<file path="config.mk">
export PLATFORM = sky130hd
export DESIGN_NAME = lus_top
export DESIGN_NICKNAME = d
export VERILOG_FILES = /design/src/lus_pkg.sv /design/src/lus_uart_rx.sv /design/src/lus_capture.sv /design/src/lus_top.sv
export VERILOG_INCLUDE_DIRS = /design/src
export SDC_FILE = /design/constraint.sdc
export NUM_CORES = 1
export LEC_CHECK = 0
export BUFFER_PORTS_ARGS = -buffer_cell sky130_fd_sc_hd__buf_2
export CORE_UTILIZATION = 26
export DETAILED_ROUTE_END_ITERATION = 6
export HOLD_SLACK_MARGIN = 0.03
export PLACE_DENSITY = 0.46
export SLEW_MARGIN = 30
export SYNTH_ARGS = -nofsm -noshare
export SYNTH_HDL_FRONTEND = slang
export SYNTH_SLANG_ARGS = --single-unit
</file>
<file path="constraint.sdc">
create_clock -name i_clk -period 15.36 [get_ports i_clk]
set_clock_uncertainty 0.1 [all_clocks]
set_input_delay 3.072 -clock i_clk [delete_from_list [all_inputs] [get_ports i_clk]]
set_output_delay 3.072 -clock i_clk [all_outputs]
set_load 0.005 [all_outputs]
</file>
<file path="src/lus_map.svh">
// Functional notes
// - Transmit interrupt fires after each data byte and after the break field.
// - LIN reception exists only on this first channel pair, receive channel one.
// - Each received character holds eight data bits.
// - Received characters have no parity, one stop bit, LSB first.
// - Frame and overrun errors set flags and raise a receive error interrupt.
// - Receive polarity selectable: normal idles high, inverted idles low.
// - Receive input edge interrupt detects wake-up; software then arms width mode.
// - Timer starts on break falling edge, captures low width at rising edge.
// - After a valid break, timer captures falling-edge intervals up to the fourth.
// - Timer derives bit time by dividing captured sync length by its bit count.
// - Switch bits 0 and 1 route receive pin to edge interrupt and timer.
// - Break is byte 00 sent at nine thirteenths rate: thirteen low bit times.
// - Transmit wake-up is byte 80 sent at a chosen baud rate.
`ifndef LUS_MAP_SVH
`define LUS_MAP_SVH

// Clock and default line rate
`define LUS_CLK_HZ 10000000
`define LUS_BAUD_DEF 19200
`define LUS_DIV_DEF (`LUS_CLK_HZ / `LUS_BAUD_DEF)

// Register byte offsets
`define LUS_OFF_CTRL 8'h00
`define LUS_OFF_BAUD 8'h04
`define LUS_OFF_TXDATA 8'h08
`define LUS_OFF_RXDATA 8'h0c
`define LUS_OFF_STAT 8'h10
`define LUS_OFF_MASK 8'h14
`define LUS_OFF_CAP 8'h18
`define LUS_OFF_SYNC 8'h1c

// Control fields
`define LUS_CTRL_W 7
`define LUS_CTRL_EDGE 0
`define LUS_CTRL_TMR 1
`define LUS_CTRL_RXINV 2
`define LUS_CTRL_TXINV 3
`define LUS_CTRL_RUN 4
`define LUS_CTRL_TINT 5
`define LUS_CTRL_TEN 6
`define LUS_CTRL_RST 7'h00

// Status and mask fields
`define LUS_ST_W 7
`define LUS_ST_TXD 0
`define LUS_ST_RXD 1
`define LUS_ST_FE 2
`define LUS_ST_OVR 3
`define LUS_ST_WAKE 4
`define LUS_ST_CAP 5
`define LUS_ST_SYNC 6
`define LUS_MASK_RST 7'h00

// Data register fields
`define LUS_TX_BRK 8
`define LUS_TX_BUSY 9
`define LUS_RX_VALID 8

// Break rate scaling and sync field shape
`define LUS_BRK_NUM 13
`define LUS_BRK_DEN 9
`define LUS_SYNC_INTV 4
`define LUS_SYNC_BITS 8

// Bus answers
`define LUS_RESP_OK 2'h0
`define LUS_RESP_ERR 2'h2

`endif

</file>
<file path="src/lus_pkg.sv">
`default_nettype none
package lus_pkg;
	typedef enum logic [3:0] {
		TX_IDLE = 4'b0001,
		TX_START = 4'b0010,
		TX_DATA = 4'b0100,
		TX_STOP = 4'b1000
	} lus_tx_st_t;
	typedef enum logic [3:0] {
		RX_IDLE = 4'b0001,
		RX_START = 4'b0010,
		RX_DATA = 4'b0100,
		RX_STOP = 4'b1000
	} lus_rx_st_t;
endpackage : lus_pkg
`default_nettype wire

</file>
<file path="src/lus_uart_rx.sv">
`default_nettype none
`include "lus_map.svh"
module lus_uart_rx #(
	parameter int DIV_W = 16
) (
	input wire logic i_clk, // System clock
	input wire logic i_rstn, // Async reset, active low
	input wire logic i_rx, // Receive line, idle high
	input wire logic i_en, // Channel running
	input wire logic [DIV_W-1:0] i_div, // Clocks per bit
	output logic [7:0] o_data, // Received byte
	output logic o_done, // Character complete pulse
	output logic o_ferr // Stop bit low pulse
);
	import lus_pkg::*;
	lus_rx_st_t st;
	logic rx_prev;
	logic [DIV_W-1:0] cnt;
	logic [2:0] bitn;
	logic [7:0] sh;
	logic fall;
	logic bit_end;
	logic mid;

	assign fall = rx_prev & ~i_rx;
	assign bit_end = DIV_W'(cnt + 1'b1) >= i_div;
	assign mid = cnt >= (i_div >> 1);

	// Previous line level for start edge
	always_ff @(posedge i_clk or negedge i_rstn) begin
		if (!i_rstn) begin
			rx_prev <= 1'b1;
		end else begin
			rx_prev <= i_rx;
		end
	end

	// 8N1 framing, samples taken mid-bit after a half-bit start check
	always_ff @(posedge i_clk or negedge i_rstn) begin
		if (!i_rstn) begin
			st <= RX_IDLE;
			cnt <= '0;
			bitn <= 3'h0;
			sh <= 8'h00;
			o_data <= 8'h00;
			o_done <= 1'b0;
			o_ferr <= 1'b0;
		end else begin
			o_done <= 1'b0;
			o_ferr <= 1'b0;
			if (!i_en) begin
				st <= RX_IDLE;
			end else begin
				unique case (st)
					RX_IDLE: begin
						cnt <= '0;
						if (fall) begin
							st <= RX_START;
						end
					end
					RX_START: begin
						if (mid) begin
							cnt <= '0;
							bitn <= 3'h0;
							// Glitch shorter than half a bit is dropped
							st <= i_rx ? RX_IDLE : RX_DATA;
						end else begin
							cnt <= DIV_W'(cnt + 1'b1);
						end
					end
					RX_DATA: begin
						if (bit_end) begin
							cnt <= '0;
							sh <= {i_rx, sh[7:1]};
							bitn <= 3'(bitn + 1'b1);
							if (bitn == 3'h7) begin
								st <= RX_STOP;
							end
						end else begin
							cnt <= DIV_W'(cnt + 1'b1);
						end
					end
					RX_STOP: begin
						if (bit_end) begin
							st <= RX_IDLE;
							o_data <= sh;
							o_done <= 1'b1;
							o_ferr <= ~i_rx;
						end else begin
							cnt <= DIV_W'(cnt + 1'b1);
						end
					end
				endcase
			end
		end
	end
endmodule : lus_uart_rx
`default_nettype wire

</file>
<file path="src/lus_capture.sv">
`default_nettype none
`include "lus_map.svh"
module lus_capture #(
	parameter int CNT_W = 16,
	parameter int INTV = `LUS_SYNC_INTV
) (
	input wire logic i_clk, // System clock
	input wire logic i_rstn, // Async reset, active low
	input wire logic i_in, // Routed receive level
	input wire logic i_en, // Timer enabled
	input wire logic i_interval, // 1 interval mode, 0 width mode
	output logic [CNT_W-1:0] o_cap, // Last captured count
	output logic o_cap_stb, // Capture pulse
	output logic [CNT_W-1:0] o_bit, // Sync bit time
	output logic o_sync_stb // Sync measured pulse
);
	logic in_prev;
	logic run;
	logic armed;
	logic [CNT_W-1:0] cnt;
	logic [2:0] n;
	logic [CNT_W+2:0] total;
	logic [CNT_W+2:0] sum;
	logic fall;
	logic rise;

	assign fall = in_prev & ~i_in;
	assign rise = ~in_prev & i_in;
	assign sum = total + (CNT_W+3)'(cnt);

	// Counts in clocks; the counter saturates rather than wraps
	always_ff @(posedge i_clk or negedge i_rstn) begin
		if (!i_rstn) begin
			in_prev <= 1'b1;
			run <= 1'b0;
			armed <= 1'b1;
			cnt <= '0;
			n <= 3'h0;
			total <= '0;
			o_cap <= '0;
			o_cap_stb <= 1'b0;
			o_bit <= '0;
			o_sync_stb <= 1'b0;
		end else begin
			in_prev <= i_in;
			o_cap_stb <= 1'b0;
			o_sync_stb <= 1'b0;
			if (!i_en) begin
				run <= 1'b0;
				armed <= 1'b1;
				n <= 3'h0;
				total <= '0;
			end else begin
				if (run && !(&cnt)) begin
					cnt <= CNT_W'(cnt + 1'b1);
				end
				if (!i_interval) begin
					if (fall) begin
						cnt <= CNT_W'(1);
						run <= 1'b1;
					end else if (rise && run) begin
						o_cap <= cnt;
						o_cap_stb <= 1'b1;
						run <= 1'b0;
					end
				end else if (fall && armed) begin
					cnt <= CNT_W'(1);
					run <= 1'b1;
					if (run) begin
						o_cap <= cnt;
						o_cap_stb <= 1'b1;
						total <= sum;
						n <= 3'(n + 1'b1);
						if (n == 3'(INTV - 1)) begin
							// Stops until re-enabled by software
							o_bit <= CNT_W'(sum / (CNT_W+3)'(`LUS_SYNC_BITS));
							o_sync_stb <= 1'b1;
							run <= 1'b0;
							armed <= 1'b0;
						end
					end
				end
			end
		end
	end
endmodule : lus_capture
`default_nettype wire

</file>
<file path="src/lus_top.sv">
// Register access over AXI4-Lite and the placing of the registers are this design's own decisions.
`default_nettype none
`include "lus_map.svh"
module lus_top #(
	parameter int ADDR_W = 8,
	parameter int DIV_W = 16
) (
	input wire logic i_clk, // System clock, 10 MHz
	input wire logic i_rstn, // Async reset, active low
	input wire logic i_awvalid, // Write address valid
	output logic o_awready, // Write address ready
	input wire logic [ADDR_W-1:0] i_awaddr, // Write byte address
	input wire logic i_wvalid, // Write data valid
	output logic o_wready, // Write data ready
	input wire logic [31:0] i_wdata, // Write data
	input wire logic [3:0] i_wstrb, // Write byte lanes
	output logic o_bvalid, // Write response valid
	input wire logic i_bready, // Write response ready
	output logic [1:0] o_bresp, // Write response
	input wire logic i_arvalid, // Read address valid
	output logic o_arready, // Read address ready
	input wire logic [ADDR_W-1:0] i_araddr, // Read byte address
	output logic o_rvalid, // Read data valid
	input wire logic i_rready, // Read data ready
	output logic [31:0] o_rdata, // Read data
	output logic [1:0] o_rresp, // Read response
	input wire logic i_serial_rx_pin, // Receive pin
	output logic o_serial_tx_pin, // Transmit pin
	output logic o_irq, // Any unmasked status bit
	output logic o_tx_done_irq, // Byte or break sent
	output logic o_rx_done_irq, // Character received
	output logic o_rx_error_irq, // Frame or overrun error
	output logic o_wake_edge_irq // Receive edge seen
);
	import lus_pkg::*;

	localparam logic [DIV_W-1:0] DIV_RST = DIV_W'(`LUS_DIV_DEF);
	localparam int PW = DIV_W + 4;

	// Bus slave state
	logic aw_held;
	logic w_held;
	logic [ADDR_W-1:0] aw_addr;
	logic [31:0] w_data;
	logic [3:0] w_strb;
	logic do_write;
	logic rd_take;
	logic next_aw_held;
	logic next_w_held;
	logic next_bvalid;
	logic next_rvalid;
	logic [31:0] wm;
	logic [31:0] wv;
	logic wr_hit;
	logic rd_hit;
	logic [31:0] rd_word;

	// Registers
	logic [`LUS_CTRL_W-1:0] ctrl;
	logic [`LUS_ST_W-1:0] status;
	logic [`LUS_ST_W-1:0] next_status;
	logic [`LUS_ST_W-1:0] mask;
	logic [`LUS_ST_W-1:0] ev;
	logic [`LUS_ST_W-1:0] w1c;
	logic [DIV_W-1:0] div;
	logic [DIV_W-1:0] brk_div;
	logic [PW-1:0] brk_prod;

	// Receive path
	logic rx_s1;
	logic rx_s2;
	logic rx_line;
	logic rx_prev;
	logic rx_fall;
	logic tmr_in;
	logic [7:0] rx_data;
	logic rx_done;
	logic rx_ferr;
	logic [7:0] rx_byte;
	logic rx_full;
	logic rx_clr;
	logic ovr;
	logic [15:0] cap_val;
	logic cap_stb;
	logic [15:0] sync_bit;
	logic sync_stb;

	// Transmit path
	lus_tx_st_t tx_st;
	logic [DIV_W-1:0] tx_cnt;
	logic [DIV_W-1:0] tx_div;
	logic [2:0] tx_bit;
	logic [7:0] tx_sh;
	logic tx_brk;
	logic tx_done;
	logic tx_end;
	logic tx_go;
	logic tx_lvl;

	// Byte lanes apply to every writable field
	assign wm = {{8{w_strb[3]}}, {8{w_strb[2]}}, {8{w_strb[1]}},
		{8{w_strb[0]}}};
	assign wv = w_data & wm;

	// Handshake bookkeeping; AW and W may arrive in either order
	always_comb begin
		do_write = aw_held & w_held & ~o_bvalid;
		next_aw_held = do_write ? 1'b0 : (aw_held | (o_awready & i_awvalid));
		next_w_held = do_write ? 1'b0 : (w_held | (o_wready & i_wvalid));
		next_bvalid = do_write | (o_bvalid & ~i_bready);
		rd_take = o_arready & i_arvalid;
		next_rvalid = rd_take | (o_rvalid & ~i_rready);
	end

	// Write channel flops
	always_ff @(posedge i_clk or negedge i_rstn) begin
		if (!i_rstn) begin
			aw_held <= 1'b0;
			w_held <= 1'b0;
			aw_addr <= '0;
			w_data <= 32'h0;
			w_strb <= 4'h0;
			o_awready <= 1'b0;
			o_wready <= 1'b0;
			o_bvalid <= 1'b0;
			o_bresp <= `LUS_RESP_OK;
		end else begin
			aw_held <= next_aw_held;
			w_held <= next_w_held;
			if (o_awready && i_awvalid) begin
				aw_addr <= i_awaddr;
			end
			if (o_wready && i_wvalid) begin
				w_data <= i_wdata;
				w_strb <= i_wstrb;
			end
			// Ready stays low while a response waits, one write at a time
			o_awready <= ~next_aw_held & ~next_bvalid;
			o_wready <= ~next_w_held & ~next_bvalid;
			o_bvalid <= next_bvalid;
			if (do_write) begin
				o_bresp <= wr_hit ? `LUS_RESP_OK : `LUS_RESP_ERR;
			end
		end
	end

	// Write address decode
	always_comb begin
		unique case (aw_addr)
			`LUS_OFF_CTRL, `LUS_OFF_BAUD, `LUS_OFF_TXDATA, `LUS_OFF_RXDATA,
			`LUS_OFF_STAT, `LUS_OFF_MASK, `LUS_OFF_CAP,
			`LUS_OFF_SYNC: wr_hit = 1'b1;
			default: wr_hit = 1'b0;
		endcase
	end

	// Read mux; misaligned or unmapped addresses answer SLVERR with zero
	always_comb begin
		rd_hit = 1'b1;
		rd_word = 32'h0;
		unique case (i_araddr)
			`LUS_OFF_CTRL: rd_word[`LUS_CTRL_W-1:0] = ctrl;
			`LUS_OFF_BAUD: rd_word[DIV_W-1:0] = div;
			`LUS_OFF_TXDATA: rd_word[`LUS_TX_BUSY] = (tx_st != TX_IDLE);
			`LUS_OFF_RXDATA: begin
				rd_word[7:0] = rx_byte;
				rd_word[`LUS_RX_VALID] = rx_full;
			end
			`LUS_OFF_STAT: rd_word[`LUS_ST_W-1:0] = status;
			`LUS_OFF_MASK: rd_word[`LUS_ST_W-1:0] = mask;
			`LUS_OFF_CAP: rd_word[15:0] = cap_val;
			`LUS_OFF_SYNC: rd_word[15:0] = sync_bit;
			default: rd_hit = 1'b0;
		endcase
	end

	// Read channel flops, data registered at the address handshake
	always_ff @(posedge i_clk or negedge i_rstn) begin
		if (!i_rstn) begin
			o_arready <= 1'b0;
			o_rvalid <= 1'b0;
			o_rdata <= 32'h0;
			o_rresp <= `LUS_RESP_OK;
		end else begin
			o_arready <= ~next_rvalid;
			o_rvalid <= next_rvalid;
			if (rd_take) begin
				o_rdata <= rd_word;
				o_rresp <= rd_hit ? `LUS_RESP_OK : `LUS_RESP_ERR;
			end
		end
	end

	// Software registers
	always_ff @(posedge i_clk or negedge i_rstn) begin
		if (!i_rstn) begin
			ctrl <= `LUS_CTRL_RST;
			mask <= `LUS_MASK_RST;
			div <= DIV_RST;
		end else if (do_write) begin
			unique case (aw_addr)
				`LUS_OFF_CTRL: ctrl <= (ctrl & ~wm[`LUS_CTRL_W-1:0])
					| wv[`LUS_CTRL_W-1:0];
				`LUS_OFF_MASK: mask <= (mask & ~wm[`LUS_ST_W-1:0])
					| wv[`LUS_ST_W-1:0];
				`LUS_OFF_BAUD: begin
					// Rate changes only while halted, never mid-character
					if (!ctrl[`LUS_CTRL_RUN]) begin
						div <= (div & ~wm[DIV_W-1:0]) | wv[DIV_W-1:0];
					end
				end
				default: begin
				end
			endcase
		end
	end

	// Two-flop synchroniser on the pin, then polarity select
	always_ff @(posedge i_clk or negedge i_rstn) begin
		if (!i_rstn) begin
			rx_s1 <= 1'b1;
			rx_s2 <= 1'b1;
			rx_prev <= 1'b1;
		end else begin
			rx_s1 <= i_serial_rx_pin;
			rx_s2 <= rx_s1;
			rx_prev <= rx_line;
		end
	end

	// Flipping polarity may itself look like an edge; set it while halted
	assign rx_line = rx_s2 ^ ctrl[`LUS_CTRL_RXINV];
	assign rx_fall = rx_prev & ~rx_line;
	assign tmr_in = ctrl[`LUS_CTRL_TMR] ? rx_line : 1'b1;

	// Receive channel one of the first serial unit, the only LIN path
	lus_uart_rx #(
		.DIV_W(DIV_W)
	) u_rx (
		.i_clk(i_clk),
		.i_rstn(i_rstn),
		.i_rx(rx_line),
		.i_en(ctrl[`LUS_CTRL_RUN]),
		.i_div(div),
		.o_data(rx_data),
		.o_done(rx_done),
		.o_ferr(rx_ferr)
	);

	// Width and interval timer on the routed receive line
	lus_capture #(
		.CNT_W(16),
		.INTV(`LUS_SYNC_INTV)
	) u_cap (
		.i_clk(i_clk),
		.i_rstn(i_rstn),
		.i_in(tmr_in),
		.i_en(ctrl[`LUS_CTRL_TEN]),
		.i_interval(ctrl[`LUS_CTRL_TINT]),
		.o_cap(cap_val),
		.o_cap_stb(cap_stb),
		.o_bit(sync_bit),
		.o_sync_stb(sync_stb)
	);

	// Single holding byte; a new byte overwrites and flags overrun
	assign rx_clr = rd_take && (i_araddr == `LUS_OFF_RXDATA);
	assign ovr = rx_done & rx_full & ~rx_clr;
	always_ff @(posedge i_clk or negedge i_rstn) begin
		if (!i_rstn) begin
			rx_byte <= 8'h00;
			rx_full <= 1'b0;
		end else if (rx_done) begin
			rx_byte <= rx_data;
			rx_full <= 1'b1;
		end else if (rx_clr) begin
			rx_full <= 1'b0;
		end
	end

	// Break uses 13/9 of the bit period so nine zero bits last 13 bits
	assign brk_prod = PW'(div) * PW'(`LUS_BRK_NUM);
	assign brk_div = DIV_W'(brk_prod / PW'(`LUS_BRK_DEN));
	assign tx_div = tx_brk ? brk_div : div;
	assign tx_end = DIV_W'(tx_cnt + 1'b1) >= tx_div;
	// Starts at once on write; any inter-segment gap is software's
	assign tx_go = do_write && (aw_addr == `LUS_OFF_TXDATA) && w_strb[0]
		&& ctrl[`LUS_CTRL_RUN] && (tx_st == TX_IDLE);

	// Transmit framer: start, eight data bits LSB first, one stop
	always_ff @(posedge i_clk or negedge i_rstn) begin
		if (!i_rstn) begin
			tx_st <= TX_IDLE;
			tx_cnt <= '0;
			tx_bit <= 3'h0;
			tx_sh <= 8'h00;
			tx_brk <= 1'b0;
			tx_done <= 1'b0;
		end else begin
			tx_done <= 1'b0;
			if (!ctrl[`LUS_CTRL_RUN]) begin
				tx_st <= TX_IDLE;
			end else begin
				unique case (tx_st)
					TX_IDLE: begin
						tx_cnt <= '0;
						if (tx_go) begin
							tx_st <= TX_START;
							tx_brk <= wv[`LUS_TX_BRK];
							// Break forces byte 00; a wake-up is plain byte 80
							tx_sh <= wv[`LUS_TX_BRK] ? 8'h00 : wv[7:0];
						end
					end
					TX_START: begin
						if (tx_end) begin
							tx_cnt <= '0;
							tx_bit <= 3'h0;
							tx_st <= TX_DATA;
						end else begin
							tx_cnt <= DIV_W'(tx_cnt + 1'b1);
						end
					end
					TX_DATA: begin
						if (tx_end) begin
							tx_cnt <= '0;
							tx_sh <= {1'b0, tx_sh[7:1]};
							tx_bit <= 3'(tx_bit + 1'b1);
							if (tx_bit == 3'h7) begin
								tx_st <= TX_STOP;
							end
						end else begin
							tx_cnt <= DIV_W'(tx_cnt + 1'b1);
						end
					end
					TX_STOP: begin
						if (tx_end) begin
							tx_st <= TX_IDLE;
							tx_done <= 1'b1;
						end else begin
							tx_cnt <= DIV_W'(tx_cnt + 1'b1);
						end
					end
				endcase
			end
		end
	end

	// Line level by state, registered onto the pin with polarity
	always_comb begin
		unique case (tx_st)
			TX_START: tx_lvl = 1'b0;
			TX_DATA: tx_lvl = tx_sh[0];
			default: tx_lvl = 1'b1;
		endcase
	end
	always_ff @(posedge i_clk or negedge i_rstn) begin
		if (!i_rstn) begin
			o_serial_tx_pin <= 1'b1;
		end else begin
			o_serial_tx_pin <= tx_lvl ^ ctrl[`LUS_CTRL_TXINV];
		end
	end

	// Event sources; a set in the clearing cycle wins
	always_comb begin
		ev = '0;
		ev[`LUS_ST_TXD] = tx_done;
		ev[`LUS_ST_RXD] = rx_done;
		ev[`LUS_ST_FE] = rx_ferr;
		ev[`LUS_ST_OVR] = ovr;
		ev[`LUS_ST_WAKE] = ctrl[`LUS_CTRL_EDGE] & rx_fall;
		ev[`LUS_ST_CAP] = cap_stb;
		ev[`LUS_ST_SYNC] = sync_stb;
		w1c = '0;
		if (do_write && aw_addr == `LUS_OFF_STAT) begin
			w1c = wv[`LUS_ST_W-1:0];
		end
		next_status = (status & ~w1c) | ev;
	end

	// Sticky status and interrupt outputs, one clock behind status
	always_ff @(posedge i_clk or negedge i_rstn) begin
		if (!i_rstn) begin
			status <= '0;
			o_irq <= 1'b0;
			o_tx_done_irq <= 1'b0;
			o_rx_done_irq <= 1'b0;
			o_rx_error_irq <= 1'b0;
			o_wake_edge_irq <= 1'b0;
		end else begin
			status <= next_status;
			o_irq <= |(status & mask);
			o_tx_done_irq <= status[`LUS_ST_TXD] & mask[`LUS_ST_TXD];
			o_rx_done_irq <= status[`LUS_ST_RXD] & mask[`LUS_ST_RXD];
			o_rx_error_irq <= |(status[`LUS_ST_OVR:`LUS_ST_FE]
				& mask[`LUS_ST_OVR:`LUS_ST_FE]);
			o_wake_edge_irq <= status[`LUS_ST_WAKE] & mask[`LUS_ST_WAKE];
		end
	end
endmodule : lus_top
`default_nettype wire

</file>
==> impl_metrics.py <==
metrics = {
    "worst_setup_path": {
        "end_kind": "flop",
        "crit_type": "flop to flop",
        "r2r_slack_ps": 930,
        "cp-start-kind": "flop",
        "cp_slowest_cell": "dfstp_4",
        "critPathMaxStageDelay_ps": 700,
        "crit_path_max_fanout": 16,
        "cpLargestDelayFamily": "compound AO/OA/AOI/OAI gates",
        "critical_path_arrival_ps": 14750,
        "cp_num_buf_inv": 3,
        "r2r_cells": 65,
        "worstReg2RegEnd": "tx_cnt[5]",
        "crit_required_ps": 15680,
    },
    "grt": {
        "overflow": 0,
        "antenna_found_initial": 0,
        "met1_usage_pct": 18.58,
        "gr-usage-all-layers_pct": 13.94,
        "grt_pass1_wl_mm": 77.31,
        "grt_pass1_vias": 14090,
        "met2_usage_pct": 23.90,
        "gr-max-usage-layer": "met2",
        "use_met3_pct": 1.167,
        "grt_max_degree": 112,
    },
    "logic_synthesis": {
        "synth_area_leaders": "dfrtp_1 35%, ha_1 8.0%, mux2_2 6.9%",
        "synth.distinct_cells": 107,
        "synth_top_area_share_pct": 34.85,
        "synth_area_per_cell_sq_um": 9.384,
        "synth_edf_count": 0,
        "synth_ff_type": "dfrtp_1",
        "synthCells": 1875,
        "synth_top_cells_by_count": "245 x dfrtp_1, 188 x nand2_1, 129 x nor2_1",
        "yosysMostFrequentCell": "dfrtp_1",
        "ys_seq_area_share_pct": 36.34,
        "netlist_area_sq_um": 17590,
        "synth_warnings": 0,
        "ys_ff_latch": 255,
        "synth_top_cell_by_area": "dfrtp_1",
        "async_reset_ff_share_pct": 100.0,
    },
    "die": {
        "die_w_um": 262.1,
        "die_area_sq_um": 68710,
        "core_area_sq_um": 67040,
        "die_h_um": 262.1,
        "io_pins": 107,
        "start_util_pct": 26.24,
        "rows": 95,
    },
    "final_layout": {
        "drive_above_1_share_pct": 18.87,
        "antenna_cells": 0,
        "final_cell_area_sq_um": 20140,
        "areaGrowthSynthToFinish_pct": 14.49,
        "fin_nets": 2136,
        "fin_util_pct": 30.05,
    },
    "outcome": {
        "status": "finished clean",
    },
    "cts": {
        "cts.sinks": 255,
        "htreeDepth": 1,
        "clock_latency_ps": 570,
        "cts-root-buf": "clkbuf_16",
        "cts_tree": "done",
        "clkSlewWorstSetupHoldPaths_ps": 70,
        "clk_path_buf_depth": 3,
        "cts_made_buffers": 27,
    },
    "place": {
        "numPortBuffers": 70,
        "hpwlAfterDp_mm": 35.65,
        "gp_congestion": 0.8182,
        "placed_cell_area_sq_um": 18950,
    },
    "sta": {
        "min_period_ps": 14430,
        "rsz0062_at_grt": "yes",
        "hold_viol": 0,
        "max_slew_margin_pct": 40.25,
        "holdWs_ps": 257.0,
        "setup_violations": 0,
        "timing.fmax_ghz": 0.06932,
        "fin_crit_sh_pct": 93.92,
        "drv_slew": 0,
        "tightest_slew_ps": 893.0,
    },
    "detailed_routing": {
        "firstDrtPassIters": 7,
        "route.detailed.drc": 0,
        "drt_wl_total_mm": 47.99,
        "via_per_inst": 4.995,
        "via_count": 14210,
        "drt-initial-drc-count": 703,
        "drtAntennaViolNets": 0,
        "avgRoutedWirePerCell_um": 16.88,
    },
    "min_path": {
        "hold_path_class": "flop to flop",
        "whs_path_depth": 0,
        "min_to": "rx_s2",
        "hp-start": "rx_s1",
    },
    "run": {
        "cap_violations": 0,
    },
}
[cell usage in the layout (no fill, tap or decap), types with 17 or more instances in the layout]
cell / n
nor2_1: 127
nand4_1: 17
nor2b_1: 23
nand2_1: 185
inv_1: 108
ha_1: 112
and3_1: 24
clkbuf_16: 27
mux2_2: 108
a21oi_1: 113
nor3_1: 25
conb_1: 18
o211ai_1: 21
xor2_1: 38
buf_4: 34
mux2i_1: 17
and2_1: 19
dfrtp_1: 244
xnor2_1: 47
buf_2: 69
o21ai_0: 99
a21o_1: 27
nand2b_1: 45
a32o_1: 21
nand3_1: 50
[worst reg2reg max path: cells and delay by family, from the launching register on]
| kind | cells | cell delay, ps |
|---|---|---|
| adders and majority gates | 5 | 1460 |
| DFF | 1 | 700 |
| buffers and inverters | 3 | 170 |
| and+or+nand+nor | 24 | 4980 |
| AOI/OAI and AO/OA | 33 | 6940 |
[stage by stage]
step           std cells  setup WS (ps)  TNS [ps]
6_report            2844          934.5         0
5_1_grt             2844         -23.96    -68.13
4_1_cts             2835          51.81         0
3_5_place_dp        2785          93.37         0
3_3_place_gp        2785          176.4         0
2_1_floorplan       1892           2118         0
[per-layer routing]
metal | wire length [um] | vias up
li1 | - | 6910
met1 | 21980 | 7009
met2 | 23330 | 226
met3 | 1368 | 60
met4 | 1316 | 0
met5 | 0 | -
[worst max-delay path by stage]
stage | from | cells after the start | endpoint
global route | flop | 66 | tx_cnt[11]
detailed placement | flop | 63 | tx_cnt[6]
CTS | flop | 63 | tx_cnt[6]
floorplan | flop | 66 | tx_cnt[5]
finish | flop | 65 | tx_cnt[5]
global placement | flop | 65 | tx_cnt[6]
[layout make-up]
cell class | count | area (sq um)
clock buffers | 31 | 700.7
clock inverters | 19 | 187.7
fillers | 7038 | 46900
inverters | 109 | 409.1
multi-input cells | 1450 | 10690
flip-flops and latches | 255 | 6399
well taps | 873 | 1092
repair buffers | 107 | 665.6
[repair_timing]
item,4_1_cts,5_1_grt
gates resized for setup,0,44
hold buffers,0,0
endpoints found under the setup margin,0,32
buffers inserted,0,8
[cell families (layout without fill, tap and decap cells)]
group / after synthesis / after routing / synth area share [%]
XOR/XNOR: 87 / 87 / 4.331
adder cells (fa/ha/maj): 126 / 126 / 9.558
AO/OA/AOI/OAI: 503 / 503 / 19.98
AND/OR/NAND/NOR: 585 / 585 / 16.63
other: 1 / 18 / 0.02131
buffers and inverters: 187 / 266 / 4.494
multiplexers: 131 / 131 / 8.647
flip-flops: 255 / 255 / 36.34
Power is left out: the tool's default activity adds up to more than one toggle a clock period on the data nets, which glitch-free logic cannot reach.
